$ cat src/rtl/board_irq_router_cfg.svh
`ifndef BOARD_IRQ_ROUTER_CFG_SVH
`define BOARD_IRQ_ROUTER_CFG_SVH

// Register offsets in function 0 configuration space
`define ROUTE_0_OFFSET   8'h70
`define ROUTE_1_OFFSET   8'h71
// Route register reset value and field positions
`define ROUTE_RESET      8'h80
`define ROUTE_DISABLE    7
`define ROUTE_SHARE      6
`define ROUTE_TIMER_OUT  5
`define ROUTE_SEL_HI     3
`define ROUTE_SEL_LO     0
// Writable bits; bit 4 always reads zero
`define ROUTE_WMASK_LATE 8'hEF
`define ROUTE_WMASK_EARLY 8'hCF
// Request line count and selector width
`define IRQ_LINES        16
`define SEL_WIDTH        4

`endif

$ cat src/rtl/board_irq_router_pkg.sv
package board_irq_router_pkg;
`include "board_irq_router_cfg.svh"
   typedef logic [7:0]              route_t;
   typedef logic [`IRQ_LINES-1:0]   irq_vec_t;
   typedef logic [`SEL_WIDTH-1:0]   sel_t;
endpackage

$ cat src/rtl/board_irq_router.sv
`timescale 1ns/1ns
`include "board_irq_router_cfg.svh"
module board_irq_router #(
   parameter bit LATER_VARIANT = 1'b1
) (
   input  wire logic                          clock,
   input  wire logic                          srst,
   input  wire logic [7:0]                    cfg_addr,
   input  wire logic                          cfg_wr,
   input  wire board_irq_router_pkg::route_t  cfg_wdata,
   input  wire logic                          cfg_rd,
   output board_irq_router_pkg::route_t       cfg_rdata,
   input  wire logic                          shared_board_timer_int_pin_in,
   output logic                               shared_board_timer_int_pin_out,
   output logic                               shared_board_timer_int_pin_oe,
   input  wire logic                          board_device_int_in,
   input  wire logic                          timer_irq,
   input  wire board_irq_router_pkg::irq_vec_t isa_irq_in,
   input  wire board_irq_router_pkg::irq_vec_t pci_line_req,
   output board_irq_router_pkg::irq_vec_t     irq_req_out,
   output logic                               ide_int_set
);
   import board_irq_router_pkg::*;

   localparam int NUM_INPUTS = LATER_VARIANT ? 1 : 2;

   // Selector to one-hot request line, zero for reserved codes
   function automatic irq_vec_t decode_line(input sel_t code);
      irq_vec_t v;
      v = '0;
      case (code)
         4'h3, 4'h4, 4'h5, 4'h6, 4'h7,
         4'h9, 4'hA, 4'hB, 4'hC,
         4'hE, 4'hF: v[code] = 1'b1;
         default:    v = '0;
      endcase
      return v;
   endfunction

   route_t   route [2];
   route_t   next_rdata;
   irq_vec_t board_drive [2];
   irq_vec_t isa_mask    [2];
   irq_vec_t drive_all;
   irq_vec_t mask_all;
   logic     timer_mode;
   logic     board_in [2];

   assign timer_mode = LATER_VARIANT && route[0][`ROUTE_TIMER_OUT];
   // Shared pin is no input while it carries the timer
   assign board_in[0] = shared_board_timer_int_pin_in && !timer_mode;
   assign board_in[1] = board_device_int_in && !LATER_VARIANT;

   // Route register writes, one per existing input
   generate
      for (genvar i = 0; i < 2; i++) begin : g_route
         always_ff @(posedge clock) begin
            if (srst) begin
               route[i] <= `ROUTE_RESET;
            end else if (cfg_wr && i < NUM_INPUTS &&
                         cfg_addr == `ROUTE_0_OFFSET + 8'(i)) begin
               route[i] <= cfg_wdata & (LATER_VARIANT && i == 0 ?
                           `ROUTE_WMASK_LATE : `ROUTE_WMASK_EARLY);
            end
         end
         // Per-input steering and ISA masking
         always_comb begin
            irq_vec_t hit;
            hit = '0;
            if (i < NUM_INPUTS && !route[i][`ROUTE_DISABLE]) begin
               hit = decode_line(
                  route[i][`ROUTE_SEL_HI:`ROUTE_SEL_LO]);
            end
            board_drive[i] = hit & {`IRQ_LINES{board_in[i]}};
            isa_mask[i] = hit & ({`IRQ_LINES{!route[i][`ROUTE_SHARE]}}
                                 | pci_line_req);
         end
      end
   endgenerate

   assign drive_all = board_drive[0] | board_drive[1];
   assign mask_all  = isa_mask[0] | isa_mask[1];

   // Read data mux, unmapped offsets read zero
   always_comb begin
      next_rdata = '0;
      if (cfg_addr == `ROUTE_0_OFFSET) begin
         next_rdata = route[0];
      end else if (cfg_addr == `ROUTE_1_OFFSET && !LATER_VARIANT) begin
         next_rdata = route[1];
      end
   end

   // Registered read answer
   always_ff @(posedge clock) begin
      if (srst) begin
         cfg_rdata <= '0;
      end else if (cfg_rd) begin
         cfg_rdata <= next_rdata;
      end
   end

   // Request lines to the interrupt controller
   always_ff @(posedge clock) begin
      if (srst) begin
         irq_req_out <= '0;
      end else begin
         irq_req_out <= (isa_irq_in & ~mask_all) | drive_all;
      end
   end

   // Shared pin direction and timer output
   always_ff @(posedge clock) begin
      if (srst) begin
         shared_board_timer_int_pin_oe  <= 1'b0;
         shared_board_timer_int_pin_out <= 1'b0;
      end else begin
         shared_board_timer_int_pin_oe  <= timer_mode;
         shared_board_timer_int_pin_out <= timer_mode && timer_irq;
      end
   end

   // IDE status flag source select
   always_ff @(posedge clock) begin
      if (srst) begin
         ide_int_set <= 1'b0;
      end else if (timer_mode) begin
         ide_int_set <= isa_irq_in[15];
      end else begin
         ide_int_set <= shared_board_timer_int_pin_in;
      end
   end
endmodule // board_irq_router

$ cat config.mk
export PLATFORM = sky130hd
export DESIGN_NAME = board_irq_router
export DESIGN_NICKNAME = d
export VERILOG_FILES = /design/src/rtl/board_irq_router_pkg.sv /design/src/rtl/board_irq_router.sv
export VERILOG_INCLUDE_DIRS = /design/src /design/src/rtl
export SDC_FILE = /design/constraint.sdc
export NUM_CORES = 1
export LEC_CHECK = 0
export BUFFER_PORTS_ARGS = -buffer_cell sky130_fd_sc_hd__buf_2
export CAP_MARGIN = 20
export CORE_ASPECT_RATIO = 1.25
export CORE_MARGIN = 2
export CORE_UTILIZATION = 46
export CTS_BUF_LIST = sky130_fd_sc_hd__clkbuf_16
export CTS_CLUSTER_DIAMETER = 150
export DETAILED_ROUTE_END_ITERATION = 8
export PLACE_DENSITY = 0.84
export REMOVE_ABC_BUFFERS = 1
export SETUP_SLACK_MARGIN = 0.4
export SYNTH_ARGS = -nofsm -noshare
export SYNTH_HDL_FRONTEND = slang
export SYNTH_SLANG_ARGS = --single-unit
$ cat constraint.sdc
create_clock -name clock -period 3.1 [get_ports clock]
set_input_delay 0.155 -clock clock [delete_from_list [all_inputs] [get_ports clock]]
set_output_delay 0.155 -clock clock [all_outputs]
set_load 0.01 [all_outputs]
Word level (Yosys, flattened, before mapping)
Memories as Yosys holds them, arrays and structs flattened.
Index checks and enable logic that the tools add are counted.
{"block": "word_totals", "register_bits": 27, "latchBits": 0, "mem_bits_rw": 14, "mem_bits_ro": 0, "in_bits": 55, "out_inout_bits": 27, "word_cells": 46, "mem_count": 1}
{"block": "classes", "n_addsub": 0, "multipliers": 0, "n_div": 0, "order_cmp": 2, "eq_ne": 12, "shifts": 0, "muxes": 12, "bitwise_logic": 7, "reduce_logical": 7}
{"name": "route", "depth": 2, "width": 7, "rd": 1, "rd_ports_with_merged_regs": 0, "wr": 2, "line": "board_irq_router.sv:40", "text": "route_t route [2];"}
{"operator": "$and A16 B16 Y16", "n": 3}
{"operator": "$mux W16", "n": 2}
{"operator": "$or A16 B16 Y16", "n": 2}
{"operator": "$eq A4 B4 Y1 const B", "n": 6}
{"operator": "$eq A4 B3 Y1 const B", "n": 4}
{"operator": "$not A16 Y16", "n": 1}
{"operator": "$reduce_or A11 Y1", "n": 1}
{"operator": "$eq A8 B7 Y1 const B", "n": 1}
{"operator": "$mux W8", "n": 1}
{"operator": "$mux W1", "n": 7}
{"operator": "$mux W7", "n": 1}
{"operator": "$lt A4 B5 Y1 const B", "n": 1}
{"operator": "$demux W1 S4", "n": 1}
{"operator": "$eq A4 B2 Y1 const B", "n": 1}
{"operator": "$ge A4 B1 Y1 const B", "n": 1}
{"operator": "$logic_and A1 B1 Y1", "n": 4}
{"operator": "$logic_not A1 Y1", "n": 2}
{"operator": "$or A1 B1 Y1", "n": 1}

Logic depth before layout (Yosys ltp)
Gate-level depths: netlist of run 1.
An unclocked memory read counts as a cell.
{"block": "depth", "depth_word": 11, "ltp_mapped": 4, "mapped_depth_nobuf": 3}

Worst setup path before layout of run 1
Ideal clock, no wire load.
{"block": "synth_timing", "path_kind": "input -> register", "start": "in cfg_addr[1]", "end": "mem route[0][0] in the netlist's numbering (enable)", "setup_time_ps": 381, "arrival_time_ps": 1603, "required_time_ps": 2719, "setup_slack_ps": 1116, "cell_stages": 4, "path_buffers": 1, "path_cell_list": "or4_4 or2_0 buf_6 o21ai_0"}
{"element": "start, declared", "line": "board_irq_router.sv:8", "text": "input wire logic [7:0] cfg_addr,"}
{"element": "end, declared", "line": "board_irq_router.sv:40"}

==> results.json, run 1 <==
{
  "postPlaceCellArea_um2": 1770,
  "floorplan.die.width_um": 53.3,
  "final_common_cell": "buf_2",
  "crit_path_max_incr_delay_ns": 0.52,
  "totalNegativeSetupSlack_ns": 0,
  "coreArea_um2": 2920,
  "grt_antenna_before_repair": 0,
  "crit_chain": "buf_2 -> or4_4 -> or2_0 -> o21ai_0 -> buf_4",
  "die_height_um": 65.6,
  "average_routed_wire_per_standard_cell_um": 13.3,
  "synth.yosys.seq_area_share": 0.524,
  "fmax_mhz": 597,
  "grt_pass1_vias": 1140,
  "via_to_cell_ratio": 5.12,
  "worstPathRequired_ns": 3.08,
  "setup.worst_path.end_class": "register",
  "maxCapViolCount": 0,
  "global_route.usage.total": 0.192,
  "setup_ws_ns": 1.43,
  "clock_tree.root_cell": "clkbuf_16",
  "cts_tree": "yes",
  "cts_inserted_buffers": 5,
  "post_synth_inst_count": 130,
  "ir_drop_worst_case_vdd_v": 0.000423,
  "worst_clock_skew_ns": 0.00646,
  "slew_violations": 0,
  "finalNetCount": 258,
  "pre_cts_ws_ns": 1.15,
  "synth.area.top_cells": "dfxtp_1 (37%), edfxtp_1 (15%), nor2b_1 (7.6%), o311ai_0 (6.3%), o31ai_2 (6.3%)",
  "post_synth_instance_area_um2": 1400,
  "synthDominantAreaCellType": "dfxtp_1",
  "result_of_the_run": "finished clean",
  "std_cell_rows": 22,
  "clock_network_latency_to_the_later_pin_of_the_worst_skew_pair_ns": 0.28,
  "gr-total-overflow": 0,
  "number_of_antenna_violating_nets_in_the_routed_design": 0,
  "hold_buffer_count_at_cts": 0,
  "cp_slowest_cell": "or4_4",
  "cts.sink_count": 33,
  "min_path_type": "input port to register",
  "rrSetupSlack_ns": 1.46,
  "yosys_warnings": 0,
  "io-pin-count": 82,
  "first_pass_iters": 4,
  "ctsLongestPathBuffers": 2,
  "cts_resized": 0,
  "maximum_level_of_the_cts_h_tree": 2,
  "cp.arrival_ns": 1.65,
  "route.detailed.drc": 0,
  "vias": 1229,
  "crit_path_max_fanout": 8,
  "multiInputGateArea_um2": 616,
  "effective_utilization_at_floorplan": 0.478,
  "share_of_the_clock_period_used_by_the_worst_path": 0.540,
  "drtIter0Drc": 25,
  "period_needed_ns": 1.67,
  "count_of_cell_types_in_the_netlist": 28,
  "buffer_ports.inserted": 73,
  "max_slew.worst_pin.slew_ns": 0.667,
  "type_of_element_launching_the_critical_path": "input port",
  "highest_count_cells_in_the_layout_ignoring_fill_and_taps": "buf_2 (73), dfxtp_1 (26), nor2b_1 (17)",
  "hpwl_mm": 2.46,
  "postRouteWirelength_mm": 3.20,
  "post_cts_setup_buffers": 0,
  "power.static_leakage_nw": 0.852,
  "ys_ff_latch": 33,
  "first_pass_grt_wire_length_mm": 4.74,
  "powerDensity_nw_per_um2": 526,
  "grt_start_max_net_pins": 20,
  "regArea_um2": 731,
  "worst_setup_hold_path_clk_slew_ns": 0.05,
  "synth_top_area_share": 0.373,
  "post-route-cell-area_um2": 1910,
  "critical_path_class": "input port to register",
  "hold_viol": 0,
  "fillCellCount": 251,
  "area_growth_pct": 36.8,
  "grt_setup_unrepaired": "no",
  "slew-limit-headroom": 0.556,
  "fp.dieArea_um2": 3490,
  "num_antenna_cells": 0,
  "finalSetupViolations": 0,
  "post_synth.cell_area_avg_um2": 10.7,
  "ratio_of_cells_with_drive_above_1_in_the_final_layout": 0.446,
  "finish.utilization": 0.654,
  "placer_s_final_routability_congestion_estimate": 0.777
}
-- synthesized netlist by cell type --
cell type,instances
clkinv_1,1
or2_0,1
nor2b_1,17
and2_1,7
clkbuf_1,6
nor4_2,1
inv_1,1
a21o_1,1
conb_1,1
edfxtp_1,7
nand4b_1,1
or4_4,1
o311ai_0,10
or4_1,1
or3_1,1
or3b_2,2
a31o_2,1
nor4b_1,1
nand2b_1,3
o31ai_2,7
buf_6,1
nand3b_1,10
nand2_1,8
o21ai_0,11
nor3b_1,1
buf_4,1
dfxtp_1,26
nand3_1,1
-- final cells by class --
cell class / count / area share
multi-input combinational: 87 / 0.323
inverter: 2 / 0.00393
clock buffer: 5 / 0.0656
clock inverter: 3 / 0.00590
timing repair buffer: 74 / 0.195
sequential: 33 / 0.383
tap: 36 / 0.0236
-- worst max-delay path: cells and delay by family --
kind	cells	cell delay, ns
buf+inv	2	0.29
compound gates	1	0.25
simple gates	2	0.96
-- layer usage --
metal | vias to the layer above | track usage | wire length, µm
met1 | 561 | 0.181 | 1190
met3 | 6 | 0.0591 | 232
met4 | 0 | 0.103 | 66
met5 | - | 0 | 0
met2 | 46 | 0.352 | 1710
li1 | 616 | - | -
-- path summary, 6_finish.rpt --
check / endpoint / depth (start not counted) / from
min reg2reg: cfg_rdata[1]$_SDFFE_PP0P_ / 2 / cfg_rdata[1]$_SDFFE_PP0P_
max: route[0][2]$_SDFFCE_PN0P_ / 5 / cfg_addr[1]
max reg2reg: irq_req_out[3]$_SDFF_PP0_ / 3 / route[0][6]$_SDFFCE_PN1P_
min: shared_board_timer_int_pin_out$_SDFF_PP0_ / 2 / timer_irq
-- flip-flops by register name, indices dropped and copies added (netlist names) --
register,flops
route,7
shared_board_timer_int_pin_out,1
cfg_rdata,7
irq_req_out,16
shared_board_timer_int_pin_oe,1
ide_int_set,1
-- power by group --
part | total, mW | switching [mW] | internal (mW)
sequential | 0.469 | 0.0107 | 0.458
clock | 0.441 | 0.155 | 0.287
combinational | 0.0939 | 0.0458 | 0.0480
total | 1.00 | 0.211 | 0.793
-- kinds of logic after synthesis --
kind of cell           synth area share
AND/OR/NAND/NOR                   0.262
flip-flops                        0.524
AO/OA/AOI/OAI                     0.177
other                           0.00269
buffers and inverters            0.0350
-- per-stage QoR --
stage	hold slack (ns)	instances	power [mW]
floorplan	0.227	122	0.514
global placement	0.361	232	0.566
detailed placement	0.365	232	0.572
CTS	0.0888	240	1.01
global route	0.0959	240	1.04
finish	0.0892	240	1.00
No activity file was read; power rests on OpenSTA's default activity.
==> run 2: changes to the inputs <==
CORE_UTILIZATION = 38   (was 46)
PLACE_DENSITY = 0.74   (was 0.84)
clock period = 1.5 ns   (was 3.1 ns; I/O delays follow)
==> results.json, run 2 (synthesized netlist as in run 1, its figures left out) <==
{
  "maxCapViolCount": 0,
  "number_of_antenna_violating_nets_in_the_routed_design": 0,
  "fmax_mhz": 714,
  "finish.utilization": 0.630,
  "placed_cells_incl_taps": 247,
  "finalSetupViolations": 0,
  "hpwl_mm": 2.49,
  "highest_count_cells_in_the_layout_ignoring_fill_and_taps": "buf_2 (72), dfxtp_1 (26), nor2b_1 (17)",
  "die_height_um": 71.7,
  "effective_utilization_at_floorplan": 0.397,
  "post-route-cell-area_um2": 2210,
  "cts_inserted_buffers": 5,
  "largest_register_ffs": 16,
  "share_of_the_clock_period_used_by_the_worst_path": 0.933,
  "vias": 1314,
  "cts_tree": "yes",
  "worst_setup_hold_path_clk_slew_ns": 0.05,
  "cp.arrival_ns": 1.55,
  "gr-total-overflow": 0,
  "slew_violations": 0,
  "finalNetCount": 273,
  "coreArea_um2": 3510,
  "worst_clock_skew_ns": 0.00621,
  "grt_pass1_vias": 1269,
  "final_common_cell": "buf_2",
  "fp.dieArea_um2": 4180,
  "clock_tree.root_cell": "clkbuf_16",
  "type_of_element_launching_the_critical_path": "register",
  "cp_slowest_cell": "edfxtp_1",
  "grt_start_max_net_pins": 19,
  "largest-register": "irq_req_out",
  "largestRegisters": "irq_req_out x16, cfg_rdata x7, route x7",
  "crit_path_max_fanout": 5,
  "grt_setup_unrepaired": "yes",
  "worstPathRequired_ns": 1.65,
  "postRouteWirelength_mm": 3.65,
  "min_path_type": "input port to register",
  "ir_drop_worst_case_vdd_v": 0.000978,
  "drtIter0Drc": 14,
  "io-pin-count": 82,
  "maximum_level_of_the_cts_h_tree": 2,
  "critical_path_class": "register to register",
  "setup.worst_path.end_class": "register",
  "crit_chain": "or3b_4 -> o311ai_1 -> o21ai_1",
  "floorplan.die.width_um": 58.2,
  "count_of_placed_standard_cells_in_the_final_layout_fillers_left_out": 258,
  "clock_network_latency_to_the_later_pin_of_the_worst_skew_pair_ns": 0.28,
  "power.static_leakage_nw": 0.966,
  "hold_viol": 0,
  "powerDensity_nw_per_um2": 978,
  "first_pass_iters": 4,
  "std_cell_rows": 24,
  "route.detailed.drc": 0,
  "first_pass_grt_wire_length_mm": 5.34,
  "via_to_cell_ratio": 5.09,
  "result_of_the_run": "finished clean",
  "buffer_ports.inserted": 73,
  "grt_antenna_before_repair": 0,
  "placer_s_final_routability_congestion_estimate": 0.838,
  "postPlaceCellArea_um2": 1870,
  "cts.sink_count": 33,
  "ctsLongestPathBuffers": 2,
  "period_needed_ns": 1.40,
  "average_routed_wire_per_standard_cell_um": 14.1,
  "global_route.usage.total": 0.171,
  "num_antenna_cells": 0,
  "ratio_of_cells_with_drive_above_1_in_the_final_layout": 0.562,
  "crit_path_max_incr_delay_ns": 0.45,
  "hold_buffer_count_at_cts": 0,
  "area_growth_pct": 58.7
}
-- run 2: cell count changes in the layout (fill, tap and decap cells not counted), moves of 4 or more --
| cell | delta |
|---|---|
| o21ai_0 | -11 |
| o31ai_2 | -5 |
| buf_4 | +11 |
| and2_4 | +5 |
| and2_1 | -5 |
| o311ai_0 | -10 |
| buf_6 | +4 |
| o311ai_2 | +6 |
| o21ai_1 | +10 |
| o31ai_4 | +5 |
-- run 2: area by class of cell --
cell class                 count  area [µm²]
multi-input combinational     87         776
timing repair buffer          89         515
fill                         290        1300
sequential                    33         731
tap                           39        48.8
clock inverter                 3        11.3
inverter                       2        7.51
clock buffer                   5         125
-- run 2: worst paths after layout --
path                                                   to  cells after the start  slack (ns)                 startpoint
worst max-delay path            irq_req_out[6]$_SDFF_PP0_                      3        0.10  route[0][6]$_SDFFCE_PN1P_
worst min-delay path            irq_req_out[0]$_SDFF_PP0_                      2       0.008              isa_irq_in[0]
worst max register to register  irq_req_out[6]$_SDFF_PP0_                      3        0.10  route[0][6]$_SDFFCE_PN1P_
worst min register to register  cfg_rdata[3]$_SDFFE_PP0P_                      2        0.50  cfg_rdata[3]$_SDFFE_PP0P_
-- run 2: power by group --
group / switching (mW) / internal [mW] / leakage, nW
registers: 0.0164 / 0.947 / 0.282
clock network: 0.335 / 0.594 / 0.0738
logic: 0.136 / 0.139 / 0.611
total: 0.487 / 1.68 / 0.966
-- run 2: through the flow --
stage                     hold slack (ns)  worst slack (ns)  power, mW  TNS, ns
after floorplan                     0.147            -0.502       1.06    -3.51
after global placement              0.281           -0.0322       1.19   -0.287
after CTS                         0.00484             0.146       2.15        0
final                             0.00772             0.100       2.17        0
after detailed placement            0.287           -0.0734       1.20   -0.662
after global routing              0.00786            0.0408       2.25        0
-- run 2: critical path: cells and delay by family (launching register included) --
| family | cells | cell delay [ns] |
|---|---|---|
| AOI/OAI and AO/OA | 2 | 0.38 |
| and+or+nand+nor | 1 | 0.45 |
| DFF | 1 | 0.45 |
-- run 2: routing by layer --
layer | wire (µm) | GRT usage
met3 | 241 | 0.0704
met5 | 0 | 0
met2 | 2030 | 0.308
met4 | 47 | 0.0775
met1 | 1330 | 0.167
-- run 2: repair_timing --
action                                  CTS  global route
gates cloned                              0             0
buffers inserted                          3             0
endpoints found under the setup margin   28            32
pin swaps                                15            14
resized for setup                        32            23
